$ cat src/pkg/pcbs_pkg.sv
package pcbs_pkg;

   // ********************************************************
   // apb register map (byte addresses)
   // ********************************************************
   localparam logic [7:0] PCBS_OFF_PC_LOW = 8'h00;
   localparam logic [7:0] PCBS_OFF_HIGH_LATCH = 8'h04;
   localparam logic [7:0] PCBS_OFF_STATUS = 8'h08;
   localparam logic [7:0] PCBS_OFF_COMMAND = 8'h0C;
   localparam logic [7:0] PCBS_OFF_PC_VIEW = 8'h10;
   localparam logic [7:0] PCBS_OFF_FILE_ADDR = 8'h14;
   localparam logic [7:0] PCBS_OFF_FILE_DATA = 8'h18;

   // ********************************************************
   // field layout and reset values
   // ********************************************************
   localparam int PCBS_PC_W = 13;
   localparam int PCBS_LATCH_W = 5;
   localparam int PCBS_OPERAND_W = 11;
   localparam int PCBS_OPERAND_LSB = 16;
   localparam int PCBS_FETCH_LSB = 16;
   localparam int PCBS_BANK_SELECT_BIT = 5;
   localparam int PCBS_UPPER_BANK_BIT = 6;
   localparam int PCBS_INDIRECT_BANK_BIT = 7;
   localparam int PCBS_SMALL_PAGE_W = 10;
   localparam int PCBS_LARGE_PAGE_W = 11;
   localparam logic [12:0] PCBS_PC_RESET = 13'h0000;
   localparam logic [12:0] PCBS_INT_VECTOR = 13'h0004;
   localparam logic [12:0] PCBS_PC_STEP = 13'h0001;
   localparam logic [4:0] PCBS_LATCH_RESET = 5'h00;
   localparam logic [2:0] PCBS_STATUS_RESET = 3'h0;
   localparam logic [6:0] PCBS_FILE_ADDR_RESET = 7'h00;

   // ********************************************************
   // data memory map
   // ********************************************************
   localparam logic [6:0] PCBS_SFR_LAST = 7'h1F;
   localparam logic [6:0] PCBS_RAM_LOW_SMALL = 7'h40;
   localparam logic [6:0] PCBS_RAM_LOW_LARGE = 7'h20;
   localparam logic [7:0] PCBS_B1_RAM_LOW = 8'hA0;
   localparam logic [7:0] PCBS_B1_RAM_HIGH = 8'hEF;
   localparam logic [7:0] PCBS_MIRROR_LOW = 8'hF0;
   localparam logic [7:0] PCBS_MIRROR_SHIFT = 8'h80;

   // ********************************************************
   // return stack
   // ********************************************************
   localparam int PCBS_STACK_DEPTH = 8;
   localparam int PCBS_STACK_PTR_W = 3;
   localparam logic [2:0] PCBS_PTR_STEP = 3'h1;
   localparam logic [2:0] PCBS_PTR_RESET = 3'h0;

   typedef enum logic [4:0] {
      PCBS_OP_STEP = 5'h01,
      PCBS_OP_GOTO = 5'h02,
      PCBS_OP_CALL = 5'h04,
      PCBS_OP_RET = 5'h08,
      PCBS_OP_INT = 5'h10
   } pcbs_op_t;

   typedef enum logic [1:0] {
      PCBS_BUS_IDLE = 2'h1,
      PCBS_BUS_ANSWER = 2'h2
   } pcbs_bus_t;

endpackage : pcbs_pkg

$ cat src/pkg/pcbs_stack_if.sv
`timescale 1ns/10ps
interface pcbs_stack_if;
   logic push;
   logic pop;
   logic [12:0] push_data;
   logic [12:0] top;
   modport ctrl (output push, output pop, output push_data, input top);
   modport store (input push, input pop, input push_data, output top);
endinterface : pcbs_stack_if

$ cat src/verilog/pcbs_top.sv
// Decided for this implementation: the APB slave port and the register addresses.
`timescale 1ns/10ps

module pcbs_top
   import pcbs_pkg::*;
#(
   parameter bit LARGE_VARIANT = 1'b0
)
(
   // clock and reset
   input wire logic pclk,
   input wire logic presetn,
   // apb slave
   input wire logic psel,
   input wire logic penable,
   input wire logic pwrite,
   input wire logic [7:0] paddr,
   input wire logic [31:0] pwdata,
   output logic [31:0] prdata,
   output logic pready,
   output logic pslverr,
   // program fetch
   output logic [12:0] fetch_addr
);

   // ********************************************************
   // decode helpers
   // ********************************************************
   function automatic logic [12:0] wrap_fetch(input logic [12:0] pc_in);
      logic [12:0] res;
      res = 13'h0000;
      if (LARGE_VARIANT) begin
         res[PCBS_LARGE_PAGE_W-1:0] = pc_in[PCBS_LARGE_PAGE_W-1:0];
      end else begin
         res[PCBS_SMALL_PAGE_W-1:0] = pc_in[PCBS_SMALL_PAGE_W-1:0];
      end
      return res;
   endfunction : wrap_fetch

   // returns {hit, storage index}; the mirror folds onto bank 0 storage
   function automatic logic [8:0] map_file(input logic bank, input logic [6:0] fa);
      logic [7:0] full;
      logic hit;
      full = {bank, fa};
      hit = 1'b0;
      if (fa > PCBS_SFR_LAST) begin
         if (full >= PCBS_MIRROR_LOW) begin
            full = full - PCBS_MIRROR_SHIFT;
         end
         if (!full[7]) begin
            hit = LARGE_VARIANT ? (full[6:0] >= PCBS_RAM_LOW_LARGE)
                                : (full[6:0] >= PCBS_RAM_LOW_SMALL);
         end else begin
            hit = LARGE_VARIANT && full >= PCBS_B1_RAM_LOW && full <= PCBS_B1_RAM_HIGH;
         end
      end
      return {hit, full};
   endfunction : map_file

   // ********************************************************
   // state
   // ********************************************************
   pcbs_bus_t bus_state;
   pcbs_bus_t next_bus_state;
   pcbs_op_t op;
   pcbs_stack_if stk ();

   logic [12:0] pc;
   logic [12:0] next_pc;
   logic [4:0] pc_high_latch;
   logic bank_select_bit;
   logic upper_bank_bit;
   logic indirect_bank_bit;
   logic [6:0] file_addr;
   logic [7:0] general_ram [0:255];
   logic [8:0] file_map;
   logic file_hit;
   logic [7:0] file_rd;
   logic setup;
   logic wr_take;
   logic cmd_take;
   logic pcl_write;
   logic [10:0] operand;
   logic [31:0] rd_mux;
   logic rd_ok;

   assign setup = psel && !penable && bus_state == PCBS_BUS_IDLE;
   assign wr_take = psel && penable && pready && pwrite;
   assign cmd_take = wr_take && paddr == PCBS_OFF_COMMAND;
   assign pcl_write = wr_take && paddr == PCBS_OFF_PC_LOW;
   assign operand = pwdata[PCBS_OPERAND_LSB +: PCBS_OPERAND_W];
   assign op = pcbs_op_t'(pwdata[4:0]);
   assign file_map = map_file(bank_select_bit, file_addr);
   assign file_hit = file_map[8];
   assign file_rd = file_hit ? general_ram[file_map[7:0]] : 8'h00;

   // ********************************************************
   // apb slave: answer one cycle after setup, never waits
   // ********************************************************
   always_comb begin
      next_bus_state = PCBS_BUS_IDLE;
      case (bus_state)
         PCBS_BUS_IDLE: begin
            next_bus_state = setup ? PCBS_BUS_ANSWER : PCBS_BUS_IDLE;
         end
         PCBS_BUS_ANSWER: begin
            next_bus_state = PCBS_BUS_IDLE;
         end
         default: begin
            next_bus_state = PCBS_BUS_IDLE;
         end
      endcase
   end

   always_comb begin
      rd_mux = 32'h0000_0000;
      rd_ok = 1'b1;
      case (paddr)
         PCBS_OFF_PC_LOW: rd_mux[7:0] = pc[7:0];
         PCBS_OFF_HIGH_LATCH: rd_mux[4:0] = pc_high_latch;
         PCBS_OFF_STATUS: begin
            rd_mux[PCBS_BANK_SELECT_BIT] = bank_select_bit;
            rd_mux[PCBS_UPPER_BANK_BIT] = upper_bank_bit;
            rd_mux[PCBS_INDIRECT_BANK_BIT] = indirect_bank_bit;
         end
         PCBS_OFF_COMMAND: rd_mux = 32'h0000_0000;
         PCBS_OFF_PC_VIEW: begin
            rd_mux[12:0] = pc;
            rd_mux[PCBS_FETCH_LSB +: PCBS_PC_W] = fetch_addr;
         end
         PCBS_OFF_FILE_ADDR: rd_mux[6:0] = file_addr;
         PCBS_OFF_FILE_DATA: rd_mux[7:0] = file_rd;
         default: rd_ok = 1'b0;
      endcase
   end

   always_ff @(posedge pclk or negedge presetn) begin
      if (!presetn) begin
         bus_state <= PCBS_BUS_IDLE;
         pready <= 1'b0;
         pslverr <= 1'b0;
         prdata <= 32'h0000_0000;
      end else begin
         bus_state <= next_bus_state;
         pready <= setup;
         if (setup) begin
            pslverr <= !rd_ok;
            prdata <= pwrite ? 32'h0000_0000 : rd_mux;
         end else begin
            pslverr <= 1'b0;
         end
      end
   end

   // ********************************************************
   // software visible control registers
   // ********************************************************
   always_ff @(posedge pclk or negedge presetn) begin
      if (!presetn) begin
         pc_high_latch <= PCBS_LATCH_RESET;
      end else if (wr_take && paddr == PCBS_OFF_HIGH_LATCH) begin
         pc_high_latch <= pwdata[4:0];
      end
   end

   // only bits 5 to 7 are stored; reserved bits are dropped and read back as zero
   always_ff @(posedge pclk or negedge presetn) begin
      if (!presetn) begin
         {indirect_bank_bit, upper_bank_bit, bank_select_bit} <= PCBS_STATUS_RESET;
      end else if (wr_take && paddr == PCBS_OFF_STATUS) begin
         bank_select_bit <= pwdata[PCBS_BANK_SELECT_BIT];
         upper_bank_bit <= pwdata[PCBS_UPPER_BANK_BIT];
         indirect_bank_bit <= pwdata[PCBS_INDIRECT_BANK_BIT];
      end
   end

   always_ff @(posedge pclk or negedge presetn) begin
      if (!presetn) begin
         file_addr <= PCBS_FILE_ADDR_RESET;
      end else if (wr_take && paddr == PCBS_OFF_FILE_ADDR) begin
         file_addr <= pwdata[6:0];
      end
   end

   // ********************************************************
   // data memory
   // ********************************************************
   // writes to special registers or holes are dropped
   always_ff @(posedge pclk) begin
      if (wr_take && paddr == PCBS_OFF_FILE_DATA && file_hit) begin
         general_ram[file_map[7:0]] <= pwdata[7:0];
      end
   end

   // ********************************************************
   // program counter
   // ********************************************************
   always_comb begin
      next_pc = pc;
      stk.push = 1'b0;
      stk.pop = 1'b0;
      stk.push_data = pc + PCBS_PC_STEP;
      if (pcl_write) begin
         next_pc = {pc_high_latch, pwdata[7:0]};
      end else if (cmd_take) begin
         case (op)
            PCBS_OP_STEP: begin
               next_pc = pc + PCBS_PC_STEP;
            end
            PCBS_OP_GOTO: begin
               next_pc = {pc_high_latch[4:3], operand};
            end
            PCBS_OP_CALL: begin
               next_pc = {pc_high_latch[4:3], operand};
               stk.push = 1'b1;
            end
            PCBS_OP_RET: begin
               next_pc = stk.top;
               stk.pop = 1'b1;
            end
            PCBS_OP_INT: begin
               next_pc = PCBS_INT_VECTOR;
               stk.push = 1'b1;
               stk.push_data = pc;
            end
            default: begin
               next_pc = pc;
            end
         endcase
      end
   end

   always_ff @(posedge pclk or negedge presetn) begin
      if (!presetn) begin
         pc <= PCBS_PC_RESET;
         fetch_addr <= PCBS_PC_RESET;
      end else begin
         pc <= next_pc;
         fetch_addr <= wrap_fetch(next_pc);
      end
   end

   pcbs_stack u_stack (
      .pclk(pclk),
      .presetn(presetn),
      .stk(stk)
   );
endmodule : pcbs_top

$ cat src/verilog/pcbs_stack.sv
`timescale 1ns/10ps
module pcbs_stack
   import pcbs_pkg::*;
(
   // clock and reset
   input wire logic pclk,
   input wire logic presetn,
   // stack port
   pcbs_stack_if.store stk
);

   logic [12:0] entry [0:PCBS_STACK_DEPTH-1];
   logic [2:0] ptr;

   // pointer wraps silently: ninth push lands on the first entry
   always_ff @(posedge pclk or negedge presetn) begin
      if (!presetn) begin
         ptr <= PCBS_PTR_RESET;
      end else if (stk.push) begin
         ptr <= ptr + PCBS_PTR_STEP;
      end else if (stk.pop) begin
         ptr <= ptr - PCBS_PTR_STEP;
      end
   end

   always_ff @(posedge pclk) begin
      if (stk.push) begin
         entry[ptr] <= stk.push_data;
      end
   end

   assign stk.top = entry[ptr - PCBS_PTR_STEP];

endmodule : pcbs_stack

$ cat config.mk
export PLATFORM = sky130hd
export DESIGN_NAME = pcbs_top
export DESIGN_NICKNAME = d
export VERILOG_FILES = /design/src/pkg/pcbs_pkg.sv /design/src/pkg/pcbs_stack_if.sv /design/src/verilog/pcbs_top.sv /design/src/verilog/pcbs_stack.sv
export SDC_FILE = /design/constraint.sdc
export NUM_CORES = 1
export LEC_CHECK = 0
export ABC_AREA = 1
export BUFFER_PORTS_ARGS = -buffer_cell sky130_fd_sc_hd__buf_2
export CAP_MARGIN = 0
export CORE_MARGIN = 2
export CORE_UTILIZATION = 48
export DETAILED_ROUTE_END_ITERATION = 12
export PLACE_DENSITY = 0.67
export SLEW_MARGIN = 0
export SYNTH_ARGS = -nofsm -noshare
export SYNTH_HDL_FRONTEND = slang
export SYNTH_SLANG_ARGS = --single-unit
$ cat constraint.sdc
create_clock -name pclk -period 2.6 [get_ports pclk]
set_input_delay 0.13 -clock pclk [delete_from_list [all_inputs] [get_ports pclk]]
set_output_delay 0.13 -clock pclk [all_outputs]
set_load 0.05 [all_outputs]
== Word-level counts from Yosys, hierarchy flattened ==
Memory sizes are Yosys's and may differ from the RTL's.
Index checks and enable logic that the tools add are counted.

* Add/sub/neg operators: 4
* $lt $le $gt $ge: 3
* Eq/ne operators: 12
* Muxes and demuxes: 34
* Reductions and logical operators: 23

{| class="wikitable"
|+ Operators by type and width
! cell !! count
|-
| 2-to-1 mux 13 bit || 5
|-
| one-hot mux 13 bit (4 select lines) || 1
|-
| 2-to-1 mux 8 bit || 4
|-
| 2-to-1 mux 29 bit || 1
|-
| equality test 8 x 5 -> 1 bit (second input constant) || 3
|-
| one-hot mux 5 bit (4 select lines) || 1
|-
| equality test 8 x 4 -> 1 bit (second input constant) || 2
|-
| 2-to-1 mux 1 bit || 14
|-
| adder 13 x 1 -> 13 bit (second input constant) || 1
|-
| logical AND 1 bit || 12
|-
| 2-to-1 mux 10 bit || 1
|-
| equality test 8 x 3 -> 1 bit (second input constant) || 1
|-
| greater-or-equal comparator 8 bit (second input constant) || 1
|-
| zero test 8 bit || 1
|-
| one-hot mux 2 bit (4 select lines) || 1
|-
| subtractor 8 bit (second input constant) || 1
|-
| greater-or-equal comparator 7 bit (second input constant) || 1
|-
| greater-than comparator 7 x 5 -> 1 bit (second input constant) || 1
|-
| OR reduction 7 bit || 1
|-
| 2-to-1 mux 3 bit || 2
|-
| OR reduction 2 bit || 3
|-
| equality test 5 x 1 -> 1 bit (second input constant) || 1
|-
| equality test 5 x 2 -> 1 bit (second input constant) || 1
|-
| equality test 5 x 3 -> 1 bit (second input constant) || 1
|-
| other kinds (12) || 15
|}

* Register bits after elaboration: 67
* RAM bits: 2152
* Input bits: 45
* Output and inout bits: 47
* Word-level logic and storage cells: 90
* Memories kept: 2

{| class="wikitable"
|+ Memory list
! memory !! words !! bits a word !! rd ports !! clocked after Yosys merged registers in !! wr ports !! line !! RTL
|-
| general_ram || 256 || 8 || 1 || 0 || 1 || pcbs_top.sv:75 || <nowiki>logic [7:0] general_ram [0:255];</nowiki>
|-
| u_stack.entry || 8 || 13 || 1 || 0 || 1 || pcbs_stack.sv:12 || <nowiki>logic [12:0] entry [0:PCBS_STACK_DEPTH-1];</nowiki>
|}

== Longest topological paths before layout ==
* Depth in word-level cells: 9
* Mapped depth: 19

== Modules after synthesis ==
Synthesis repeated with hierarchy kept, for this count alone.

* Cell total of the unflattened synthesis: 2840
* Area, all modules: 28995.3 um2

{| class="wikitable"
|+ By module, submodules not included
! module !! instances !! cells an instance !! area each (um2) !! seq. area each (um2)
|-
| pcbs_top || 1 || 2356 || 24244.5 || 16677.2
|-
| pcbs_stack || 1 || 484 || 4750.8 || 3198.1
|}

== Least setup slack after synthesis ==
OpenSTA, ideal clock, no wires.

* Path kind: register to register
* From: register bus_state[1] (netlist name)
* To: memory u_stack.entry[5][0], enable pin
* Data arrival time: 2.563 ns
* Data required time: 2.200 ns
* Path slack: -0.362 ns
* Stages on the path, launching flop included: 7
* Path buffers: 0
* Clock period less this slack: 2.962 ns
* Cells stage by stage: dfrtp_1 -> nand4_1 -> nor4_4 -> inv_2 -> nor2_1 -> nand2_1 -> nor3_1

{| class="wikitable"
|+ RTL lines
! item !! line
|-
| end, declared || pcbs_stack.sv:12
|}

== Worst setup path after layout ==
* From: register file_addr[0]
* To: register prdata[0]

* Longest elaborated chain between the ends: 9
* Elaborated cells on any way between the ends: 13

{| class="wikitable"
|+ Ends and longest elaborated chain
! item !! line !! RTL
|-
| start, declared || pcbs_top.sv:74 || <nowiki>logic [6:0] file_addr;</nowiki>
|-
| start signal, assigned || pcbs_top.sv:181 || <nowiki>file_addr <= pwdata[6:0];</nowiki>
|-
| branches (longest 7 deep; another with subtractor 8 bit) || -- ||
|-
| one-hot mux 5 bit (4 select lines) * || pcbs_top.sv:118 || <nowiki>case (paddr)</nowiki>
|-
| 2-to-1 mux 29 bit * || pcbs_top.sv:148 || <nowiki>prdata <= pwrite ? 32'h0000_0000 : rd_mux;</nowiki>
|-
| end signal, assigned || pcbs_top.sv:148 ||
|-
| end, declared || pcbs_top.sv:19 || <nowiki>output logic [31:0] prdata,</nowiki>
|}

Every way passes the cells marked *. The select of a mux whose other input is x is not followed.
A chain may end at the register's enable or synchronous reset.

==> metrics.txt <==
# TYPE chip_impl_metric gauge
chip_impl_info{name="outcome",value="finished, final reports clean"} 1
chip_impl_metric{name="p_per_area",unit="nW/µm²"} 643
chip_impl_metric{name="design.core.area",unit="µm²"} 60200
chip_impl_metric{name="grt_antenna_before_repair",unit=""} 3
chip_impl_metric{name="vias_in_the_first_global_route",unit=""} 19700
chip_impl_metric{name="finalNetCount",unit=""} 3109
chip_impl_info{name="path_class",value="reg2reg"} 1
chip_impl_metric{name="setup_total_negative_slack",unit="ps"} 0
chip_impl_metric{name="routed_wirelength",unit="mm"} 76.6
chip_impl_metric{name="critPathRequiredTime",unit="ps"} 3090
chip_impl_metric{name="globalplace.congestion",unit=""} 0.948
chip_impl_metric{name="final.min_clock_period",unit="ps"} 2490
chip_impl_metric{name="drt_iter0_markers",unit=""} 2080
chip_impl_metric{name="chipHeight",unit="µm"} 251
chip_impl_metric{name="p_leak",unit="µW"} 0.0137
chip_impl_metric{name="numClockSinks",unit=""} 671
chip_impl_metric{name="count_of_buffering_cells_on_the_critical_path_with_inverters_included",unit=""} 3
chip_impl_metric{name="synthXorXnorAreaFrac",unit="%"} 0.450
chip_impl_metric{name="yosys-mux-area-fraction",unit="%"} 0
chip_impl_metric{name="synthesis_to_finish_area_growth",unit="%"} 15.7
chip_impl_metric{name="place.detailed.instances",unit=""} 3747
chip_impl_info{name="crit_slowest_cell",value="sky130_fd_sc_hd__dfrtp_4"} 1
chip_impl_metric{name="groute.usage.overall",unit="%"} 24.4
chip_impl_metric{name="post_synth_fa_ha_maj_area_fraction",unit="%"} 0.129
chip_impl_metric{name="route.detailed.wl_per_inst",unit="µm"} 19.7
chip_impl_info{name="min-delay-path-class",value="in2reg"} 1
chip_impl_info{name="clk_root_buffer_cell",value="sky130_fd_sc_hd__clkbuf_16"} 1
chip_impl_metric{name="synth_compound_gate_area_share",unit="%"} 3.92
chip_impl_info{name="synth_top_family_by_area",value="simple AND/OR/NAND/NOR gates"} 1
chip_impl_metric{name="antennaDiodeCount",unit=""} 0
chip_impl_metric{name="ys_seq_area_share",unit="%"} 68.1
chip_impl_metric{name="largest_net_degree_at_the_start_of_global_routing",unit=""} 78
chip_impl_metric{name="synthesis.area",unit="µm²"} 29200
chip_impl_info{name="setup.worst_path.end_class",value="register"} 1
chip_impl_metric{name="port_buffers",unit=""} 66
chip_impl_info{name="setup.worst_path.start_class",value="register"} 1
chip_impl_metric{name="drive_above_1_share",unit="%"} 12.5
chip_impl_metric{name="max_cap_viols",unit=""} 0
chip_impl_metric{name="clk_transition_reported_paths",unit="ps"} 60
chip_impl_metric{name="synth-edff-count",unit=""} 616
chip_impl_metric{name="stdcell_count",unit=""} 3899
chip_impl_metric{name="rows",unit=""} 90
chip_impl_metric{name="max_freq",unit="MHz"} 402
chip_impl_metric{name="crit_path_max_incr_delay",unit="ps"} 550
chip_impl_info{name="crit_path_frequent_cell",value="sky130_fd_sc_hd__nand2_1"} 1
chip_impl_metric{name="period_share",unit="%"} 95.6
chip_impl_metric{name="dp.final_hpwl",unit="mm"} 48.2
chip_impl_metric{name="timing.final.setup_violations",unit=""} 0
chip_impl_metric{name="finClkSkew",unit="ps"} 29.9
chip_impl_metric{name="clockBufferDepth",unit=""} 3
chip_impl_info{name="cell_breakdown_of_the_critical_path",value="buf_12 > buf_16 > nand2_1 > nand2_1 > nand2_1 > nand2_1 > nand2_1 > nand2_1 > nor2_1 > nor2_1 > nor2_1 > nand2_1 > nand3_1 > inv_1 > nand2_1 > nand3_1 > nand2_1 > nand2_1"} 1
chip_impl_info{name="yosys_most_used_dff",value="sky130_fd_sc_hd__edfxtp_1"} 1
chip_impl_metric{name="post_drt_via_cell_ratio",unit=""} 5.34
chip_impl_metric{name="numCtsBuffers",unit=""} 72
chip_impl_info{name="clock_tree_from_tritoncts",value="done"} 1
chip_impl_info{name="worst_path_dominant_cell_family",value="simple AND/OR/NAND/NOR gates"} 1
chip_impl_metric{name="chipWidth",unit="µm"} 251
chip_impl_metric{name="fp.dieArea",unit="µm²"} 62800
chip_impl_metric{name="synth_warnings",unit=""} 0
chip_impl_metric{name="drt_pre_antenna_iters",unit=""} 5
chip_impl_metric{name="post_cts_buffers",unit=""} 0
chip_impl_metric{name="critical_path_arrival",unit="ps"} 2970
chip_impl_metric{name="synth_cell_types",unit=""} 41
chip_impl_metric{name="register_bit_count_reported_by_yosys",unit=""} 671
chip_impl_metric{name="syn-mean-instance-area",unit="µm²"} 10.2
chip_impl_metric{name="route.vias.total",unit=""} 20800
chip_impl_metric{name="antenna_violating_nets_post_route",unit=""} 0
chip_impl_info{name="unrepaired_setup_endpoints_after_global_routing",value="true"} 1
chip_impl_metric{name="maxSlewHeadroom",unit="%"} 35.4
chip_impl_metric{name="cts.htree.levels",unit=""} 3
chip_impl_metric{name="worst_pin_slew",unit="ps"} 959
chip_impl_metric{name="grt_overflow",unit=""} 0
chip_impl_metric{name="grt_pass1_wl",unit="mm"} 116
chip_impl_metric{name="vdd_drop_max",unit="V"} 0.000498
chip_impl_metric{name="maxSlewViolCount",unit=""} 0
chip_impl_metric{name="pin_count",unit=""} 92
chip_impl_metric{name="layout.core_utilization",unit="%"} 56.1
chip_impl_metric{name="initial_utilization",unit="%"} 48.5
chip_impl_metric{name="area_share_of_and_or_nand_nor_cells_after_synthesis",unit="%"} 23.4
chip_impl_metric{name="drc",unit=""} 0
chip_impl_metric{name="async_reset_ff_share",unit="%"} 8.20
chip_impl_metric{name="postSynthCellCount",unit=""} 2875
chip_impl_metric{name="hold_fails_final_rpt",unit=""} 0
chip_impl_metric{name="worst-path-max-fanout",unit=""} 43
chip_impl_metric{name="clkLatencyLatePin",unit="ps"} 620
==> worst min-delay path: cells and delay by family <==
kind / cells / cell delay, ps
buffers and inverters: 2 / 330
AOI/OAI and AO/OA: 1 / 110
==> synth_stat cells (2+ instances only) <==
cell | instances | area [µm²]
sky130_fd_sc_hd__buf_2 | 71 | 355
sky130_fd_sc_hd__buf_4 | 41 | 308
sky130_fd_sc_hd__nor4_4 | 2 | 42.5
sky130_fd_sc_hd__o221ai_2 | 9 | 135
sky130_fd_sc_hd__o211ai_1 | 20 | 150
sky130_fd_sc_hd__clkbuf_2 | 2 | 10.0
sky130_fd_sc_hd__nor2_1 | 228 | 856
sky130_fd_sc_hd__clkinv_1 | 3 | 11.3
sky130_fd_sc_hd__nand2_1 | 1465 | 5500
sky130_fd_sc_hd__ha_1 | 3 | 37.5
sky130_fd_sc_hd__nor3_1 | 18 | 90.1
sky130_fd_sc_hd__inv_1 | 69 | 259
sky130_fd_sc_hd__a21oi_1 | 2 | 10.0
sky130_fd_sc_hd__nor2_2 | 4 | 25.0
sky130_fd_sc_hd__clkbuf_1 | 46 | 173
sky130_fd_sc_hd__nor3_2 | 4 | 40.0
sky130_fd_sc_hd__xor2_1 | 14 | 123
sky130_fd_sc_hd__nand3_1 | 45 | 225
sky130_fd_sc_hd__nand2_2 | 2 | 12.5
sky130_fd_sc_hd__o221ai_1 | 15 | 131
sky130_fd_sc_hd__nor2_4 | 2 | 22.5
sky130_fd_sc_hd__o21ai_0 | 88 | 440
sky130_fd_sc_hd__edfxtp_1 | 616 | 18500
sky130_fd_sc_hd__o22ai_1 | 15 | 93.8
sky130_fd_sc_hd__dfrtp_1 | 54 | 1350
sky130_fd_sc_hd__inv_2 | 10 | 37.5
sky130_fd_sc_hd__a32o_1 | 13 | 130
==> per-layer routing <==
| layer | global-route usage (%) | part of all wire [%] | vias to the layer above |
|---|---|---|---|
| met5 | 0 | 0.021 | - |
| met4 | 7.49 | 2.6 | 2 |
| met3 | 3.63 | 8.0 | 129 |
| met2 | 39.1 | 47 | 827 |
| met1 | 34.6 | 43 | 10000 |
| li1 | - | - | 9833 |
==> sequential cells by signal, summed over array words and instances (netlist names), 2 cells and up <==
register and flops:
general_ram 512, file_addr 7, u_stack.entry 104, prdata 21
bus_state 2, pc 3, fetch_addr 10, pc_high_latch 5
u_stack.ptr 3
==> through the flow <==
stage	hold WS, ps	total power [µW]	setup slack [ps]	cell area [µm²]
3_5_place_dp	154	12500	108	31300
4_1_cts	4.44	21900	83.9	33700
2_1_floorplan	-166	12200	-362	29200
5_1_grt	19.2	22300	-35.3	33800
6_report	9.56	21700	114	33800
3_3_place_gp	127	12500	99.6	31300
==> layout by cell type (no fill, tap or decap), types with 2 or more instances in the layout <==
cell / netlist / layout
sky130_fd_sc_hd__dfrtp_4: 0 / 2
sky130_fd_sc_hd__o221ai_1: 15 / 15
sky130_fd_sc_hd__buf_6: 1 / 3
sky130_fd_sc_hd__clkbuf_16: 0 / 75
sky130_fd_sc_hd__inv_2: 10 / 9
sky130_fd_sc_hd__o21ai_1: 1 / 7
sky130_fd_sc_hd__dlygate4sd3_1: 0 / 20
sky130_fd_sc_hd__clkbuf_1: 46 / 17
sky130_fd_sc_hd__o21ai_0: 88 / 82
sky130_fd_sc_hd__clkinvlp_4: 0 / 3
sky130_fd_sc_hd__buf_2: 71 / 66
sky130_fd_sc_hd__inv_1: 69 / 68
sky130_fd_sc_hd__nor3_1: 18 / 9
sky130_fd_sc_hd__inv_6: 0 / 4
sky130_fd_sc_hd__nand2_2: 2 / 2
sky130_fd_sc_hd__ha_1: 3 / 3
sky130_fd_sc_hd__nor3_2: 4 / 13
sky130_fd_sc_hd__clkinv_2: 0 / 11
sky130_fd_sc_hd__buf_12: 0 / 18
sky130_fd_sc_hd__nor2_4: 2 / 2
sky130_fd_sc_hd__o22ai_1: 15 / 15
sky130_fd_sc_hd__dfrtp_1: 54 / 52
sky130_fd_sc_hd__a32o_1: 13 / 13
sky130_fd_sc_hd__edfxtp_1: 616 / 616
sky130_fd_sc_hd__nor2_1: 228 / 227
sky130_fd_sc_hd__clkinv_1: 3 / 22
sky130_fd_sc_hd__conb_1: 1 / 12
sky130_fd_sc_hd__nand2_1: 1465 / 1465
sky130_fd_sc_hd__buf_4: 41 / 149
sky130_fd_sc_hd__nor2_2: 4 / 5
sky130_fd_sc_hd__a21oi_1: 2 / 2
sky130_fd_sc_hd__clkinv_8: 0 / 2
sky130_fd_sc_hd__nand3_1: 45 / 45
sky130_fd_sc_hd__buf_16: 0 / 4
sky130_fd_sc_hd__o211ai_1: 20 / 20
sky130_fd_sc_hd__nor4_4: 2 / 2
sky130_fd_sc_hd__o221ai_2: 9 / 9
sky130_fd_sc_hd__xor2_1: 14 / 13
==> kinds of logic (layout without fill, tap and decap cells) <==
logic type,count (synthesis),after routing
other,1,12
xor gates and xnor gates,15,15
AOI/OAI and AO/OA,168,168
DFF,671,671
and+or+nand+nor,1774,1774
adders and majority gates,3,3
buffers and inverters,243,474
==> power breakdown <==
| group | total [µW] | switching, µW | leakage [µW] | internal (µW) |
|---|---|---|---|---|
| Clock | 9430 | 4140 | 0.00104 | 5290 |
| Sequential | 11800 | 4.18 | 0.00611 | 11800 |
| Combinational | 497 | 387 | 0.00656 | 110 |
| Total | 21700 | 4540 | 0.0137 | 17200 |
==> worst paths after layout <==
path,endpoint,from,cells after the start,slack [ps]
worst min-delay path,file_addr[3]$_DFFE_PN0P_,pwdata[3],3,10
worst max-delay path,prdata[0]$_DFFE_PN0P_,file_addr[0]$_DFFE_PN0P_,18,110
worst min register to register,pc_high_latch[3]$_DFFE_PN0P_,pc_high_latch[3]$_DFFE_PN0P_,2,490
min in group asynchronous,prdata[23]$_DFFE_PN0P_,presetn,2,90
max in group asynchronous,fetch_addr[0]$_DFFE_PN0P_,presetn,3,1840
worst max register to register,prdata[0]$_DFFE_PN0P_,file_addr[0]$_DFFE_PN0P_,18,110
==> area by class of cell <==
type	count	area, µm²
fill	4994	26500
timing repair buffer	262	2200
sequential	671	19900
tap	782	978
clock inverter	40	262
clock buffer	90	1890
multi-input combinational	1972	8250
inverter	82	317
==> what timing repair did <==
action,CTS,global route
resized for setup,0,16
hold buffers,20,0
endpoints found under the hold margin,76,0
setup endpoints to repair,0,169
(Power assumes the default switching activity.)
